**config.mk**
```make
export PLATFORM = sky130hd
export DESIGN_NAME = lprt_top
export DESIGN_NICKNAME = d
export VERILOG_FILES = /design/src/hdl/lprt_pkg.sv /design/src/hdl/lprt_top.sv /design/src/hdl/lprt_prescaler.sv /design/src/hdl/lprt_evt_thin.sv
export SDC_FILE = /design/constraint.sdc
export NUM_CORES = 1
export LEC_CHECK = 0
export ABC_AREA = 1
export ABC_CLOCK_PERIOD_IN_PS = 3000
export BUFFER_PORTS_ARGS = -buffer_cell sky130_fd_sc_hd__buf_2
export CAP_MARGIN = 15
export CORE_ASPECT_RATIO = 1.75
export CORE_MARGIN = 4
export CORE_UTILIZATION = 35
export CTS_CLUSTER_DIAMETER = 50
export DETAILED_ROUTE_END_ITERATION = 6
export GPL_TIMING_DRIVEN = 0
export SKIP_LAST_GASP = 1
export SLEW_MARGIN = 20
export SYNTH_ARGS = -nofsm -noshare
export SYNTH_HDL_FRONTEND = slang
export SYNTH_HIERARCHICAL = 1
export SYNTH_SLANG_ARGS = --single-unit
```
**constraint.sdc**
```tcl
create_clock -name sys_clk_i -period 3 [get_ports sys_clk_i]
set_input_delay 0.45 -clock sys_clk_i [delete_from_list [all_inputs] [get_ports sys_clk_i]]
set_output_delay 0.45 -clock sys_clk_i [all_outputs]
set_load 0.05 [all_outputs]
```
**src/hdl/lprt_pkg.sv**
```systemverilog
// Constants, field layout and enumerations of the low power real time counter.
// Assumes one system clock and a slow reference clock that arrives as a pin.
package lprt_pkg;

  localparam int          COUNT_W          = 16;
  localparam int          ADDR_W           = 8;
  localparam int          SYS_CLK_HZ       = 20_000_000;
  localparam int          REF_HZ_FAST      = 32_768;
  localparam int          REF_HZ_SLOW      = 1_024;

  // Register indices; byte address is four times the index
  localparam logic [5:0]  IDX_PRESCALE_CONTROL  = 6'h00;
  localparam logic [5:0]  IDX_SYNC_STATE        = 6'h01;
  localparam logic [5:0]  IDX_IRQ_LEVEL_CONTROL = 6'h02;
  localparam logic [5:0]  IDX_IRQ_FLAG_REG      = 6'h03;
  localparam logic [5:0]  IDX_BYTE_LATCH        = 6'h04;
  localparam logic [5:0]  IDX_COUNT_LOW         = 6'h08;
  localparam logic [5:0]  IDX_COUNT_HIGH_BYTE   = 6'h09;
  localparam logic [5:0]  IDX_TOP_LOW           = 6'h0A;
  localparam logic [5:0]  IDX_TOP_HIGH          = 6'h0B;
  localparam logic [5:0]  IDX_MATCH_LOW         = 6'h0C;
  localparam logic [5:0]  IDX_MATCH_HIGH        = 6'h0D;

  // Field positions
  localparam int          PRESC_LSB        = 0;
  localparam int          SYNC_BUSY_BIT    = 0;
  localparam int          WRAP_LVL_LSB     = 0;
  localparam int          MATCH_LVL_LSB    = 2;
  localparam int          WRAP_FLAG_BIT    = 0;
  localparam int          MATCH_FLAG_BIT   = 1;

  // Pending-write mask bits of the crossing engine
  localparam int          PEND_PRESC       = 0;
  localparam int          PEND_COUNT       = 1;
  localparam int          PEND_MATCH       = 2;
  localparam int          PEND_TOP         = 3;

  // Reset values
  localparam logic [2:0]  RST_PRESC        = 3'h0;
  localparam logic [1:0]  RST_LEVEL        = 2'h0;
  localparam logic [15:0] RST_COUNT        = 16'h0000;
  localparam logic [15:0] RST_TOP          = 16'hFFFF;
  localparam logic [15:0] RST_MATCH        = 16'h0000;
  localparam logic [7:0]  RST_LATCH        = 8'h00;

  // Timing counts
  localparam logic [1:0]  SYNC_REF_CYCLES  = 2'h2;
  localparam logic [1:0]  EVT_GAP_TOP0     = 2'h3;
  localparam logic [1:0]  EVT_GAP_TOP1     = 2'h2;
  localparam logic [1:0]  EVT_GAP_NORMAL   = 2'h1;

  typedef enum logic [2:0] {
    PRESC_OFF     = 3'b000,
    PRESC_DIV1    = 3'b001,
    PRESC_DIV2    = 3'b010,
    PRESC_DIV8    = 3'b011,
    PRESC_DIV16   = 3'b100,
    PRESC_DIV64   = 3'b101,
    PRESC_DIV256  = 3'b110,
    PRESC_DIV1024 = 3'b111
  } lprt_presc_e;

  typedef enum logic [1:0] {
    SYNC_IDLE = 2'b00,
    SYNC_WAIT = 2'b01
  } lprt_sync_e;

endpackage : lprt_pkg

```
**src/hdl/lprt_top.sv**
```systemverilog
// Low power real time counter with APB register access.
// Assumes a 20 MHz system clock and a reference clock pin far slower.
//
// The implementer's own choices: the register addresses and the APB register port.
`timescale 1ns/1ns
`default_nettype none
module lprt_top (
  input  wire logic                          sys_clk_i,
  input  wire logic                          reset_i,
  input  wire logic                          ref_clk_i,
  input  wire logic                          psel_i,
  input  wire logic                          penable_i,
  input  wire logic                          pwrite_i,
  input  wire logic [lprt_pkg::ADDR_W-1:0]   paddr_i,
  input  wire logic [31:0]                   pwdata_i,
  output logic      [31:0]                   prdata_o,
  output logic                               pready_o,
  output logic                               pslverr_o,
  input  wire logic                          match_ack_i,
  input  wire logic                          wrap_ack_i,
  output logic                               match_irq_o,
  output logic      [1:0]                    match_irq_level_o,
  output logic                               wrap_irq_o,
  output logic      [1:0]                    wrap_irq_level_o,
  output logic                               match_event_o,
  output logic                               wrap_event_o
);
  import lprt_pkg::*;

  logic [5:0]         idx;
  logic               addr_ok;
  logic               setup_ph;
  logic               access_ph;
  logic               wr_acc;
  logic               rd_acc;
  logic [7:0]         wbyte;
  logic [7:0]         rd_byte;
  logic [31:0]        prdata_r;
  logic               pslverr_r;

  logic [2:0]         presc_act_r;
  logic [2:0]         presc_pend_r;
  logic [COUNT_W-1:0] count_value_r;
  logic [COUNT_W-1:0] count_pend_r;
  logic [COUNT_W-1:0] top_value_r;
  logic [COUNT_W-1:0] top_pend_r;
  logic [COUNT_W-1:0] match_act_r;
  logic [COUNT_W-1:0] match_pend_r;
  logic [7:0]         latch_r;
  logic [1:0]         match_irq_level_r;
  logic [1:0]         wrap_irq_level_r;
  logic               match_flag_r;
  logic               wrap_flag_r;

  lprt_sync_e         sync_state_r;
  lprt_sync_e         sync_state_nxt;
  logic [1:0]         sync_left_r;
  logic [3:0]         pend_mask_r;
  logic [3:0]         new_pend;
  logic               sync_apply;
  logic               domain_sync_pending;

  logic               ref_tick;
  logic               count_tick;
  logic               wrap_hit;
  logic               match_hit;

  // True for every index that holds a register
  function automatic logic idx_mapped(input logic [5:0] i);
    case (i)
      IDX_PRESCALE_CONTROL, IDX_SYNC_STATE, IDX_IRQ_LEVEL_CONTROL, IDX_IRQ_FLAG_REG,
      IDX_BYTE_LATCH, IDX_COUNT_LOW, IDX_COUNT_HIGH_BYTE, IDX_TOP_LOW, IDX_TOP_HIGH,
      IDX_MATCH_LOW, IDX_MATCH_HIGH: idx_mapped = 1'b1;
      default:                       idx_mapped = 1'b0;
    endcase
  endfunction : idx_mapped

  // APB decode: word aligned, mapped index only
  assign idx       = paddr_i[7:2];
  assign addr_ok   = (paddr_i[1:0] == 2'b00) && idx_mapped(idx);
  assign setup_ph  = psel_i && !penable_i;
  assign access_ph = psel_i && penable_i;
  assign wr_acc    = access_ph && pwrite_i && addr_ok;
  assign rd_acc    = access_ph && !pwrite_i && addr_ok;
  assign wbyte     = pwdata_i[7:0];
  assign pready_o  = 1'b1;  // Zero wait states

  // Read byte mux; reserved bits are zero
  always_comb begin
    case (idx)
      IDX_PRESCALE_CONTROL:  rd_byte = {5'h00, presc_pend_r};
      IDX_SYNC_STATE:        rd_byte = {7'h00, domain_sync_pending};
      IDX_IRQ_LEVEL_CONTROL: rd_byte = {4'h0, match_irq_level_r, wrap_irq_level_r};
      IDX_IRQ_FLAG_REG:      rd_byte = {6'h00, match_flag_r, wrap_flag_r};
      IDX_BYTE_LATCH:        rd_byte = latch_r;
      IDX_COUNT_LOW:         rd_byte = count_value_r[7:0];
      IDX_TOP_LOW:           rd_byte = top_value_r[7:0];
      IDX_MATCH_LOW:         rd_byte = match_act_r[7:0];
      IDX_COUNT_HIGH_BYTE,
      IDX_TOP_HIGH,
      IDX_MATCH_HIGH:        rd_byte = latch_r;
      default:               rd_byte = 8'h00;
    endcase
  end

  // Read data and error captured in the setup cycle
  always_ff @(posedge sys_clk_i) begin
    if (reset_i) begin
      prdata_r  <= 32'h0000_0000;
      pslverr_r <= 1'b0;
    end else if (setup_ph) begin
      prdata_r  <= (addr_ok && !pwrite_i) ? {24'h00_0000, rd_byte} : 32'h0000_0000;
      pslverr_r <= !addr_ok;
    end else if (!psel_i) begin
      pslverr_r <= 1'b0;
    end
  end

  assign prdata_o  = prdata_r;
  assign pslverr_o = pslverr_r && access_ph;

  // Byte latch: low writes store, low reads grab the high byte
  always_ff @(posedge sys_clk_i) begin
    if (reset_i) begin
      latch_r <= RST_LATCH;
    end else if (wr_acc && (idx == IDX_BYTE_LATCH || idx == IDX_COUNT_LOW ||
                            idx == IDX_TOP_LOW || idx == IDX_MATCH_LOW)) begin
      latch_r <= wbyte;
    end else if (rd_acc) begin
      case (idx)
        IDX_COUNT_LOW: latch_r <= count_value_r[15:8];
        IDX_TOP_LOW:   latch_r <= top_value_r[15:8];
        IDX_MATCH_LOW: latch_r <= match_act_r[15:8];
        default:       latch_r <= latch_r;
      endcase
    end
  end

  // Interrupt level register, takes effect at once
  always_ff @(posedge sys_clk_i) begin
    if (reset_i) begin
      match_irq_level_r <= RST_LEVEL;
      wrap_irq_level_r  <= RST_LEVEL;
    end else if (wr_acc && idx == IDX_IRQ_LEVEL_CONTROL) begin
      match_irq_level_r <= wbyte[MATCH_LVL_LSB +: 2];
      wrap_irq_level_r  <= wbyte[WRAP_LVL_LSB +: 2];
    end
  end

  // Writes that must cross before they act
  always_comb begin
    new_pend             = 4'h0;
    new_pend[PEND_PRESC] = wr_acc && (idx == IDX_PRESCALE_CONTROL);
    new_pend[PEND_COUNT] = wr_acc && (idx == IDX_COUNT_HIGH_BYTE);
    new_pend[PEND_MATCH] = wr_acc && (idx == IDX_MATCH_HIGH);
    new_pend[PEND_TOP]   = wr_acc && (idx == IDX_TOP_HIGH);
  end

  // Pending values wait in shadow registers
  always_ff @(posedge sys_clk_i) begin
    if (reset_i) begin
      presc_pend_r <= RST_PRESC;
      count_pend_r <= RST_COUNT;
      match_pend_r <= RST_MATCH;
      top_pend_r   <= RST_TOP;
    end else begin
      if (new_pend[PEND_PRESC]) presc_pend_r <= wbyte[PRESC_LSB +: 3];
      if (new_pend[PEND_COUNT]) count_pend_r <= {wbyte, latch_r};
      if (new_pend[PEND_MATCH]) match_pend_r <= {wbyte, latch_r};
      if (new_pend[PEND_TOP])   top_pend_r   <= {wbyte, latch_r};
    end
  end

  // Crossing engine: new writes restart a two reference cycle wait
  assign sync_apply = (sync_state_r == SYNC_WAIT) && ref_tick &&
                      (sync_left_r == 2'h1) && (new_pend == 4'h0);

  always_comb begin
    case (sync_state_r)
      SYNC_IDLE: sync_state_nxt = (new_pend != 4'h0) ? SYNC_WAIT : SYNC_IDLE;
      SYNC_WAIT: sync_state_nxt = sync_apply ? SYNC_IDLE : SYNC_WAIT;
      default:   sync_state_nxt = SYNC_IDLE;
    endcase
  end

  always_ff @(posedge sys_clk_i) begin
    if (reset_i) begin
      sync_state_r <= SYNC_IDLE;
      sync_left_r  <= 2'h0;
      pend_mask_r  <= 4'h0;
    end else begin
      sync_state_r <= sync_state_nxt;
      if (new_pend != 4'h0) begin
        sync_left_r <= SYNC_REF_CYCLES;
        pend_mask_r <= pend_mask_r | new_pend;
      end else if (sync_apply) begin
        sync_left_r <= 2'h0;
        pend_mask_r <= 4'h0;
      end else if (ref_tick && sync_left_r != 2'h0) begin
        sync_left_r <= sync_left_r - 2'h1;
      end
    end
  end

  // Busy while count, prescale or match writes are in flight
  assign domain_sync_pending = pend_mask_r[PEND_PRESC] | pend_mask_r[PEND_COUNT] |
                               pend_mask_r[PEND_MATCH];

  // Active settings on the counter side
  always_ff @(posedge sys_clk_i) begin
    if (reset_i) begin
      presc_act_r <= RST_PRESC;
      match_act_r <= RST_MATCH;
      top_value_r <= RST_TOP;
    end else if (sync_apply) begin
      if (pend_mask_r[PEND_PRESC]) presc_act_r <= presc_pend_r;
      if (pend_mask_r[PEND_MATCH]) match_act_r <= match_pend_r;
      if (pend_mask_r[PEND_TOP])   top_value_r <= top_pend_r;
    end
  end

  lprt_prescaler #(
    .DIV_W (10)
  ) u_prescaler (
    .sys_clk_i    (sys_clk_i),
    .reset_i      (reset_i),
    .ref_clk_i    (ref_clk_i),
    .presc_sel_i  (presc_act_r),
    .ref_tick_o   (ref_tick),
    .count_tick_o (count_tick)
  );

  // Compare conditions, one-cycle hits on each prescaled edge
  assign wrap_hit  = count_tick && (count_value_r == top_value_r);
  assign match_hit = count_tick && (count_value_r == match_act_r) &&
                     (match_act_r <= top_value_r);

  // Counter: crossed write wins, else step or clear at top
  always_ff @(posedge sys_clk_i) begin
    if (reset_i) begin
      count_value_r <= RST_COUNT;
    end else if (sync_apply && pend_mask_r[PEND_COUNT]) begin
      count_value_r <= count_pend_r;
    end else if (wrap_hit) begin
      count_value_r <= '0;
    end else if (count_tick) begin
      count_value_r <= count_value_r + COUNT_W'(1);
    end
  end

  // Flags: a set in the clear cycle wins
  always_ff @(posedge sys_clk_i) begin
    if (reset_i) begin
      match_flag_r <= 1'b0;
      wrap_flag_r  <= 1'b0;
    end else begin
      match_flag_r <= match_hit |
                      (match_flag_r & ~match_ack_i &
                       ~(wr_acc && idx == IDX_IRQ_FLAG_REG && wbyte[MATCH_FLAG_BIT]));
      wrap_flag_r  <= wrap_hit |
                      (wrap_flag_r & ~wrap_ack_i &
                       ~(wr_acc && idx == IDX_IRQ_FLAG_REG && wbyte[WRAP_FLAG_BIT]));
    end
  end

  // Requests while enabled and flagged
  assign match_irq_o       = match_flag_r && (match_irq_level_r != 2'h0);
  assign wrap_irq_o        = wrap_flag_r && (wrap_irq_level_r != 2'h0);
  assign match_irq_level_o = match_irq_level_r;
  assign wrap_irq_level_o  = wrap_irq_level_r;

  // Event outputs, thinned for small top values
  lprt_evt_thin u_match_evt (
    .sys_clk_i   (sys_clk_i),
    .reset_i     (reset_i),
    .hit_i       (match_hit),
    .top_value_i (top_value_r),
    .event_o     (match_event_o)
  );

  lprt_evt_thin u_wrap_evt (
    .sys_clk_i   (sys_clk_i),
    .reset_i     (reset_i),
    .hit_i       (wrap_hit),
    .top_value_i (top_value_r),
    .event_o     (wrap_event_o)
  );

  // Indices of the count halves, declared before the sequences read them
  logic [5:0] idx_count_high;
  logic [5:0] idx_count_low;
  assign idx_count_high = IDX_COUNT_HIGH_BYTE;
  assign idx_count_low  = IDX_COUNT_LOW;
endmodule : lprt_top
`default_nettype wire

```
**src/hdl/lprt_prescaler.sv**
```systemverilog
// Reference clock sampler and programmable divider.
// Assumes the reference pin is far slower than the system clock.
`timescale 1ns/1ns
`default_nettype none
module lprt_prescaler
  import lprt_pkg::*;
#(
  parameter int DIV_W = 10
) (
  input  wire logic       sys_clk_i,
  input  wire logic       reset_i,
  input  wire logic       ref_clk_i,
  input  wire logic [2:0] presc_sel_i,
  output logic            ref_tick_o,
  output logic            count_tick_o
);
  logic             sync1_r;
  logic             sync2_r;
  logic             prev_r;
  logic             ref_tick_r;
  logic             count_tick_r;
  logic [DIV_W-1:0] div_r;
  logic [DIV_W-1:0] limit;

  // Division factor minus one for each code
  function automatic logic [DIV_W-1:0] div_limit(input logic [2:0] sel);
    case (sel)
      PRESC_DIV2:    div_limit = DIV_W'(1);
      PRESC_DIV8:    div_limit = DIV_W'(7);
      PRESC_DIV16:   div_limit = DIV_W'(15);
      PRESC_DIV64:   div_limit = DIV_W'(63);
      PRESC_DIV256:  div_limit = DIV_W'(255);
      PRESC_DIV1024: div_limit = DIV_W'(1023);
      default:       div_limit = DIV_W'(0);
    endcase
  endfunction : div_limit

  assign limit = div_limit(presc_sel_i);

  // Two-stage sampler and rising edge detect
  always_ff @(posedge sys_clk_i) begin
    if (reset_i) begin
      sync1_r    <= 1'b0;
      sync2_r    <= 1'b0;
      prev_r     <= 1'b0;
      ref_tick_r <= 1'b0;
    end else begin
      sync1_r    <= ref_clk_i;
      sync2_r    <= sync1_r;
      prev_r     <= sync2_r;
      ref_tick_r <= sync2_r & ~prev_r;
    end
  end

  // Divider; code off clears it and stops ticks
  always_ff @(posedge sys_clk_i) begin
    if (reset_i) begin
      div_r        <= '0;
      count_tick_r <= 1'b0;
    end else begin
      count_tick_r <= ref_tick_r && (presc_sel_i != PRESC_OFF) && (div_r >= limit);
      if (presc_sel_i == PRESC_OFF) begin
        div_r <= '0;
      end else if (ref_tick_r) begin
        div_r <= (div_r >= limit) ? '0 : div_r + DIV_W'(1);
      end
    end
  end

  assign ref_tick_o   = ref_tick_r;
  assign count_tick_o = count_tick_r;

endmodule : lprt_prescaler
`default_nettype wire

```
**src/hdl/lprt_evt_thin.sv**
```systemverilog
// Event thinner: passes one hit in three, two or one depending on top value.
// Assumes hit pulses last one cycle.
`timescale 1ns/1ns
`default_nettype none
module lprt_evt_thin
  import lprt_pkg::*;
(
  input  wire logic               sys_clk_i,
  input  wire logic               reset_i,
  input  wire logic               hit_i,
  input  wire logic [COUNT_W-1:0] top_value_i,
  output logic                    event_o
);
  logic [1:0] gap_r;
  logic [1:0] gap_lim;
  logic       event_r;

  // Spacing between emitted events
  always_comb begin
    if (top_value_i == '0) begin
      gap_lim = EVT_GAP_TOP0;
    end else if (top_value_i == COUNT_W'(1)) begin
      gap_lim = EVT_GAP_TOP1;
    end else begin
      gap_lim = EVT_GAP_NORMAL;
    end
  end

  // Emit on the first hit of each group
  always_ff @(posedge sys_clk_i) begin
    if (reset_i) begin
      gap_r   <= 2'h0;
      event_r <= 1'b0;
    end else begin
      event_r <= hit_i && (gap_r == 2'h0);
      if (hit_i) begin
        gap_r <= (gap_r + 2'h1 >= gap_lim) ? 2'h0 : gap_r + 2'h1;
      end else if (gap_r >= gap_lim) begin
        gap_r <= 2'h0;
      end
    end
  end

  assign event_o = event_r;

endmodule : lprt_evt_thin
`default_nettype wire

```
* After elaboration in Yosys (flattened, before gate mapping)
Memories as Yosys holds them, arrays and structs flattened.
Cells that the tools add are included.
** Storage, ports and cells
- Register bits after elaboration :: 178
- Bits in read-only memories :: 16
- Input bits :: 48
- Output and inout bits :: 42
- Memories :: 1
** Memories
- (no name shown) :: depth 16, bits a word 1, read ports 1, clocked after Yosys merged registers in 0, write ports 0, RTL line lprt_top.sv:70 : case (i)
** Cells by class
- Add/subtract/negate cells :: 5
- Magnitude comparators :: 6
- Eq/ne operators :: 22
- Mux-type cells :: 29
- Bitwise operators :: 15
- Reductions and logical operators :: 66
** Operators by type and width (number)
- 8-bit one-hot mux with 8 select lines :: 1
- 10-bit one-hot mux with 6 select lines :: 1
- 16-bit two-way mux :: 3
- 6-bit by 4-bit == test with 1-bit output (second input constant) :: 6
- 16-bit == test :: 2
- 1-bit logical AND :: 32
- 8-bit two-way mux :: 3
- 8-bit one-hot mux with 3 select lines :: 1
- 2-bit two-way mux :: 11
- 16-bit by 1-bit adder with 16-bit output (second input constant) :: 1
- 16-bit by 1-bit == test with 1-bit output (second input constant) :: 1
- 16-bit <= comparator :: 1
- 16-bit zero test :: 1
- 2-bit nonzero test :: 7
- 3-bit == test (second input constant) :: 4
- 6-bit by 2-bit == test with 1-bit output (second input constant) :: 2
- 10-bit by 1-bit adder with 10-bit output (second input constant) :: 1
- 10-bit greater-or-equal comparator :: 1
- 2-bit zero test :: 5
- 10-bit two-way mux :: 1
- 3-bit nonzero test :: 3
- 2-bit greater-or-equal comparator :: 4
- 4-bit two-way mux :: 2
- 2-bit AND reduction :: 4
- other kinds (22) :: 45

* Logic depth before layout (Yosys ltp)
Gate-level depths: netlist of run 1.
- Word-level depth :: 9
- Mapped depth :: 14
- Mapped depth without buffers :: 14

* By module
Netlist of run 1, hierarchy kept.
** Modules (own cells, without submodules)
- lprt_top :: instances 1, cells an instance 1075, area an instance 7283.2 µm², sequential area each 2642.5 µm²
- lprt_prescaler :: instances 1, cells an instance 111, area an instance 883.3 µm², sequential area each 300.3 µm²
- lprt_evt_thin :: instances 2, cells an instance 51, area an instance 319.1 µm², sequential area each 60.1 µm²

* Least setup slack after synthesis of run 1
OpenSTA, ideal clock, no wires.
- Path type :: register -> register
- Start point :: reg top_value_r[1]
- End point :: reg u_match_evt.gap_r[0]
- Setup time :: 0.064 ns
- Arrival time :: 1.852 ns
- Setup slack :: 1.084 ns
- Cell stages (with the launch flop) :: 14
- Clock period less this slack :: 1.916 ns
- Path through :: dfxtp_1 > inv_1 > ha_1 > a21oi_1 > o21a_1 > nor2_1 > o21ai_0 > nand2_1 > a21oi_1 > a21boi_0 > nand2_1 > nand2_1 > nand2_1 > nor2_1
** On the way
- Elaborated cells on any way between the ends :: 11
** RTL lines
- start: declaration :: RTL line lprt_top.sv:45 : logic [COUNT_W-1:0] top_value_r;
- start signal: assignment :: RTL line lprt_top.sv:218 : if (pend_mask_r[PEND_TOP]) top_value_r <= top_pend_r;
- 16-bit <= comparator * :: RTL line lprt_top.sv:236 : (match_act_r <= top_value_r);
- 1-bit logical AND * :: RTL line lprt_top.sv:235 : assign match_hit = count_tick && (count_value_r == match_act_r) &&
- named net match_hit :: RTL line lprt_top.sv:66 : logic match_hit;
- 2-bit two-way mux / 2-bit nonzero test (equally long branches)
- end signal: assignment :: RTL line lprt_evt_thin.sv:37 : gap_r <= (gap_r + 2'h1 >= gap_lim) ? 2'h0 : gap_r + 2'h1;
- end: declaration :: RTL line lprt_evt_thin.sv:14 : logic [1:0] gap_r;
The timed path passes the listed nets; every way through them passes the cells marked *.
A chain may end at the register's enable or synchronous reset.

* Worst setup path after layout of run 1
Same ends and word-level chain as after synthesis.

==> results.tsv, run 1 <==
metric	value	unit
Worst EP arrival	2870	ps
Net Sw Frac	26.2	%
CP endpoint kind	flip-flop	
Worst Hold Slack	213	ps
DR pass1 iterations	5	
most used flip-flop cell after synthesis	dfxtp_1	
maximum vdd drop	0.312	mV
cts repair resizes	0	
clock share of power	48.5	%
final worst path period need	2490	ps
H-tree lvl count	4	
drt drc	0	
Worst Path Max Fanout	6	
Comb pwr share	5.2	%
PwrDens	438	mW/mm^2
synth unique cells	51	
global route overflow	0	
Die X	128	um
initial DRC count	654	
vias in the first global route	8553	
Ports	90	
worst hold path class	primary input to flip-flop	
EDFF count, synth	0	
CTS tree	built	
RePlAce Congestion	1.06	
WL/cell	19.0	um
Setup crit start kind	flip-flop	
Final Max Slew Viols	0	
Post-Synthesis Cells	1288	
Ant. Diodes	0	
Net Sw Power	0.00115	W
num rows	76	
Post-CTS Setup Bufs	0	
max cap viols	0	
post-synthesis average cell area	6.84	um^2
first-pass GRT wire length	48600	um
Global Route Usage Sum	23.2	%
final-report hold violation count	0	
final setup fails	0	
port buffer count	40	
clock-pin slew of the registers on the worst-case setup and hold paths	70	ps
Internal	0.00325	W
initial core utilization	35.6	%
Post-synth ARST share	0	%
Area growth syn-to-layout	14.1	%
top cells by count, synth	nand2_1 (275), nor2_1 (159), dfxtp_1 (153), inv_1 (135), a21oi_1 (94)	
CTS Root Cell	clkbuf_16	
WS Path Type	flip-flop to flip-flop	
most common cell in the netlist	nand2_1	
largest net degree at the start of global routing	17	
Crit path required time	3380	ps
hold buffers post-CTS	0	
DP HPWL	25600	um
top cell type's share of synthesized area	34.8	%
post-synth top area cell	dfxtp_1	
Tcrit/Tclk final	82.9	%
core area	0.0247	mm^2
CTS Sinks	153	
RSZ-0062 raised after global routing	no	
Seq/Total Area, Yosys	34.8	%
Final ANT Viol Nets	0	
sequential fraction of design power	46.3	%
outcome	complete, no violations	
fillers	2669	
Power, Total	0.00440	W
max frequency	402	MHz
DIE AREA	0.0279	mm^2
antenna violations before repair	0	
total number of yosys warnings	6	
Die Y	218	um
vias post-DR	8899	
Detailed Route WL	32200	um
Slew HR	40.7	%
Worst-Skew Late Latency	450	ps
Total Neg Setup Slack	0	ps
top cells by area, synth	dfxtp_1 (35%), nand2_1 (12%), nor2_1 (6.8%)	
clk_skew	15.3	ps
via/cell ratio	5.25	
Num CTS Buffers	17	
Cell Area, Synth	0.00880	mm^2
Leakage	4.62	nW
Util after Layout	40.6	%
number of synthesized register bits	153	
worst-margin pin slew	889	ps
layout cell share with drive strength beyond 1	12.1	%
# nets final	1454	
maximum root-to-sink buffer count	2	
cells in the final DEF, fill, tap and decap left out, types with 27 or more instances in the layout:
cell type,n
o21ai_1,33
a21oi_1,94
buf_4,27
dfxtp_1,153
nor3_1,35
inv_1,135
nand4_1,33
nand3_1,59
nand2_1,275
buf_2,52
ha_1,36
nor2_1,159
o21ai_0,69
kinds of logic (layout without fill, tap and decap cells):
logic type      after synthesis  after routing  synth area share (%)
mux                           1              1                 0.114
fa+ha+maj                    36             36                  5.12
xor+xnor                     27             27                  2.69
compound gates              242            242                  15.2
other cells                   2             25                0.0853
buf+inv                     214            286                  10.9
simple gates                613            613                  31.1
flops                       153            153                  34.8
critical path, stage by stage (launching register included):
cell,delay (ps)
dfxtp_1,480
inv_1,210
ha_1,350
a21oi_1,180
o21a_1,130
nor2_1,40
o21ai_0,150
nand2_1,100
a21oi_1,320
a21boi_0,220
nand2_1,80
nand2_1,50
nand2_1,40
nor2_1,70
layer usage:
layer / track usage, % / wire (um)
met5: 0 / 0
met4: 18.6 / 2980
met3: 3.33 / 1580
met2: 42.2 / 16400
met1: 23.0 / 11200
final cells by class:
type	count	area, um^2	share of cell area [%]
plain buffers	70	418	4.16
inverters	144	541	5.38
flip-flops and latches	153	3060	30.5
well taps	312	390	3.89
repair buffers	40	200	1.99
clock inverters	15	140	1.39
clock buffers	17	425	4.23
multi-input cells	944	4870	48.5
flip-flops by register name, summed over array words and instances, names as in the netlist, 8 cells and up:
signal	count
count_pend_r	16
count_value_r	16
match_act_r	16
match_pend_r	16
top_pend_r	16
top_value_r	16
u_prescaler/div_r	10
latch_r	8
prdata_o	8
metrics by stage:
stage               cell area [um^2]  cells  setup slack, ps
detailed placement              9480   1663              597
CTS                            10000   1695              556
floorplan                       8890   1311             1080
global route                   10000   1695              194
finish                         10000   1695              513
global placement                9480   1663              626
worst paths after layout:
kind	startpoint	endpoint	slack, ps	cells after the start
worst max-delay path	top_value_r[1]$_SDFFE_PP1P_	u_match_evt/gap_r[0]$_SDFFE_PP0P_	510	13
worst min-delay path	ref_clk_i	u_prescaler/sync1_r$_SDFF_PP0_	210	3
worst max register to register	top_value_r[1]$_SDFFE_PP1P_	u_match_evt/gap_r[0]$_SDFFE_PP0P_	510	13
worst min register to register	u_prescaler/prev_r$_SDFF_PP0_	u_prescaler/ref_tick_o$_SDFF_PP0_	400	1
power groups by stage:
stage	logic, W	registers [W]	clock network (W)
2_1_floorplan	0.000158	0.00208	0
3_3_place_gp	0.000228	0.00208	0
3_5_place_dp	0.000227	0.00208	0
4_1_cts	0.000228	0.00203	0.00217
5_1_grt	0.000244	0.00203	0.00223
6_report	0.000230	0.00203	0.00213
No activity file was read; power rests on OpenSTA's default activity.
==> inputs of run 2 (changes only) <==
--- a/config.mk
+++ b/config.mk
@@ -5,8 +5,8 @@
 export SDC_FILE = /design/constraint.sdc
 export NUM_CORES = 1
 export LEC_CHECK = 0
-export ABC_AREA = 1
-export ABC_CLOCK_PERIOD_IN_PS = 3000
+export ABC_AREA = 0
+export ABC_CLOCK_PERIOD_IN_PS = 2200
 export BUFFER_PORTS_ARGS = -buffer_cell sky130_fd_sc_hd__buf_2
 export CAP_MARGIN = 15
 export CORE_ASPECT_RATIO = 1.75
==> constraint.sdc (replaced) <==
create_clock -name sys_clk_i -period 2.2 [get_ports sys_clk_i]
set_input_delay 0.33 -clock sys_clk_i [delete_from_list [all_inputs] [get_ports sys_clk_i]]
set_output_delay 0.33 -clock sys_clk_i [all_outputs]
set_load 0.05 [all_outputs]
==> results.tsv, run 2 <==
metric	value	unit	change
outcome	finished, violations left		was complete, no violations
violated checks	design-rule violations		
core area	0.0234	mm^2	was 0.0247 mm^2
most used flip-flop cell after synthesis	dfxtp_1		unchanged
initial DRC count	758		was 654
sequential fraction of design power	44.9	%	was 46.3%
Area growth syn-to-layout	18.9	%	was 14.1%
Post-synth ARST share	0	%	unchanged
RePlAce Congestion	0.989		was 1.06
largest net degree at the start of global routing	17		unchanged
Worst Path Max Fanout	5		was 6
main combinational cell family by area after synthesis	simple AND/OR/NAND/NOR gates		unchanged
Ant. Diodes	0		unchanged
Seq. cell area	0.00314	mm^2	was 0.00306 mm^2
DP HPWL	21600	um	was 25600 um
final setup fails	0		unchanged
PwrDens	639	mW/mm^2	was 438 mW/mm^2
Detailed Route WL	28700	um	was 32200 um
top cell type's share of synthesized area	36.6	%	was 34.8%
first-pass GRT wire length	43200	um	was 48600 um
post-synthesis average cell area	8.59	um^2	was 6.84 um^2
Post-Synthesis Cells	973		was 1288
Seq/Total Area, Yosys	36.6	%	was 34.8%
WL/cell	21.0	um	was 19.0 um
post-synth top area cell	dfxtp_1		unchanged
global route overflow	0		unchanged
synth unique cells	79		was 51
Worst EP arrival	2470	ps	was 2870 ps
worst-margin pin slew	801	ps	was 889 ps
via/cell ratio	5.73		was 5.25
WS Path Type	flip-flop to flip-flop		unchanged
drt drc	2		was 0
max cap viols	0		unchanged
Power, Total	0.00636	W	was 0.00440 W
clock share of power	47.1	%	was 48.5%
Die X	125	um	was 128 um
DR pass1 iterations	7		was 5
hold buffers post-CTS	0		unchanged
EDFF count, synth	0		unchanged
pre-CTS setup slack	-656	ps	was 597 ps
Post-Synth XOR/XNOR Area	4.19	%	was 2.69%
most common cell in the netlist	dfxtp_1		was nand2_1
Leakage	3.91	nW	was 4.62 nW
port buffer count	40		unchanged
CTS Root Cell	clkbuf_16		unchanged
vias in the first global route	7485		was 8553
Net Sw Power	0.00166	W	was 0.00115 W
Hold Path Depth	2		was 3
Num CTS Buffers	17		unchanged
final worst path period need	2140	ps	was 2490 ps
Setup crit start kind	flip-flop		unchanged
layout cell share with drive strength beyond 1	20.7	%	was 12.1%
initial core utilization	35.7	%	was 35.6%
Tcrit/Tclk final	97.0	%	was 82.9%
Setup WS post-layout	64.9	ps	was 513 ps
most frequent cells in the layout	dfxtp_1 (118), nand2_1 (76), nor2_1 (65)		was nand2_1 (275), nor2_1 (159), dfxtp_1 (153)
clock-pin slew of the registers on the worst-case setup and hold paths	60	ps	was 70 ps
number of synthesized register bits	153		unchanged
clk_skew	9.16	ps	was 15.3 ps
DIE AREA	0.0265	mm^2	was 0.0279 mm^2
maximum vdd drop	0.652	mV	was 0.312 mV
total number of yosys warnings	6		unchanged
# nets final	1133		was 1454
adder-cell share of the synthesized area	5.66	%	was 5.12%
num rows	74		was 76
fillers	2354		was 2669
Die Y	212	um	was 218 um
CTS tree	built		unchanged
Final ANT Viol Nets	0		unchanged
CP endpoint kind	flip-flop		unchanged
Cell Area, Synth	0.00836	mm^2	was 0.00880 mm^2
max frequency	468	MHz	was 402 MHz
Net Sw Frac	26.2	%	about the same
R2R cell count	9		was 13
CTS Sinks	153		unchanged
simple-gate portion of the synthesized area	22.5	%	was 31.1%
top cells by count, synth	dfxtp_1 (153), nand2_1 (76), nor2_1 (70), clkbuf_1 (49), nand3_1 (49)		was nand2_1 (275), nor2_1 (159), dfxtp_1 (153), inv_1 (135), a21oi_1 (94)
RSZ-0062 raised after global routing	yes		was no
Slew HR	46.1	%	was 40.7%
Final Max Slew Viols	0		unchanged
worst hold path class	primary input to flip-flop		unchanged
post-synthesis mux area share	5.64	%	was 0.114%
Crit path required time	2540	ps	was 3380 ps
Ports	90		unchanged
top cells by area, synth	dfxtp_1 (37%), mux2i_1 (5.5%), ha_1 (5.4%)		was dfxtp_1 (35%), nand2_1 (12%), nor2_1 (6.8%)
final-report hold violation count	0		unchanged
maximum root-to-sink buffer count	2		unchanged
Worst-Skew Late Latency	450	ps	about the same
commonest non-fill, non-tap cell in the layout	dfxtp_1		was nand2_1
Internal	0.00469	W	was 0.00325 W
complex-gate fraction of the synthesized area	18.2	%	was 15.2%
Global Route Usage Sum	21.5	%	was 23.2%
Comb pwr share	8.0	%	was 5.2%
vias post-DR	7824		was 8899
H-tree lvl count	4		unchanged
antenna violations before repair	0		unchanged
area taken by multi-input logic gates	0.00498	mm^2	was 0.00487 mm^2
[run 2: area by class of cell]
class                           count  share of cell area [%]
Buffer                             78                    4.47
Inverter                           32                    1.25
Tap cell                          304                    3.83
Multi-Input combinational cell    720                    50.1
Timing Repair Buffer               47                    2.71
Clock buffer                       20                    4.59
Clock inverter                     12                    1.41
Sequential cell                   153                    31.6
[run 2: worst max-delay path, cell delays in order (launching register included)]
cell and delay [ps]:
dfxtp_4 380, xor2_2 180, or4_4 550, nor4_4 170, nand3_2 120, nor3_4 220, buf_6 150, nor2_2 30
o211ai_1 110, o22ai_2 100
[run 2: worst paths after layout]
check                                start                                 to  slack [ps]
max          count_value_r[9]$_SDFFE_PP0P_  u_match_evt/gap_r[0]$_SDFFE_PP0P_          60
min reg2reg  u_prescaler/prev_r$_SDFF_PP0_  u_prescaler/ref_tick_o$_SDFF_PP0_         390
max reg2reg  count_value_r[9]$_SDFFE_PP0P_  u_match_evt/gap_r[0]$_SDFFE_PP0P_          60
min                              ref_clk_i     u_prescaler/sync1_r$_SDFF_PP0_         110
[run 2: metrics by stage]
step	instance area (um^2)	hold WS (ps)	util, %	TNS [ps]	cells
after detailed placement	9030	372	38.6	-39910	1340
after floorplan	8450	367	-	0	996
final	9940	109	42.4	0	1366
after CTS	9680	97.5	41.3	-83.0	1360
after global placement	9030	377	38.6	-40690	1340
after global routing	9940	102	42.4	-140	1366
[run 2: logic make-up (layout without fill, tap and decap cells)]
family,after synthesis,after routing
multiplexers,47,47
AO/OA/AOI/OAI,219,219
XOR/XNOR,40,40
flip-flops,153,153
buffers and inverters,123,189
adder cells (fa/ha/maj),38,38
other,2,25
AND/OR/NAND/NOR,351,351
[run 2: what timing repair did]
item / in CTS / in global routing
setup buffers: 0 / 7
pin swaps: 4 / 14
gates cloned: 0 / 0
gates resized for setup: 34 / 70
setup endpoints to repair: 26 / 51
[run 2: layer usage]
layer	track usage, %	up-vias	routed length, um
met3	5.03	139	1740
li1	-	3654	-
met5	0	-	0
met4	17.1	0	2660
met1	21.4	3668	9960
met2	38.2	363	14300
[run 2: power groups by stage]
stage | Combinational (W) | Sequential, W | Clock, W
2_1_floorplan | 0.000380 | 0.00286 | 0
3_3_place_gp | 0.000535 | 0.00287 | 0
3_5_place_dp | 0.000537 | 0.00287 | 0
4_1_cts | 0.000477 | 0.00286 | 0.00304
5_1_grt | 0.000540 | 0.00286 | 0.00315
6_report | 0.000507 | 0.00286 | 0.00299
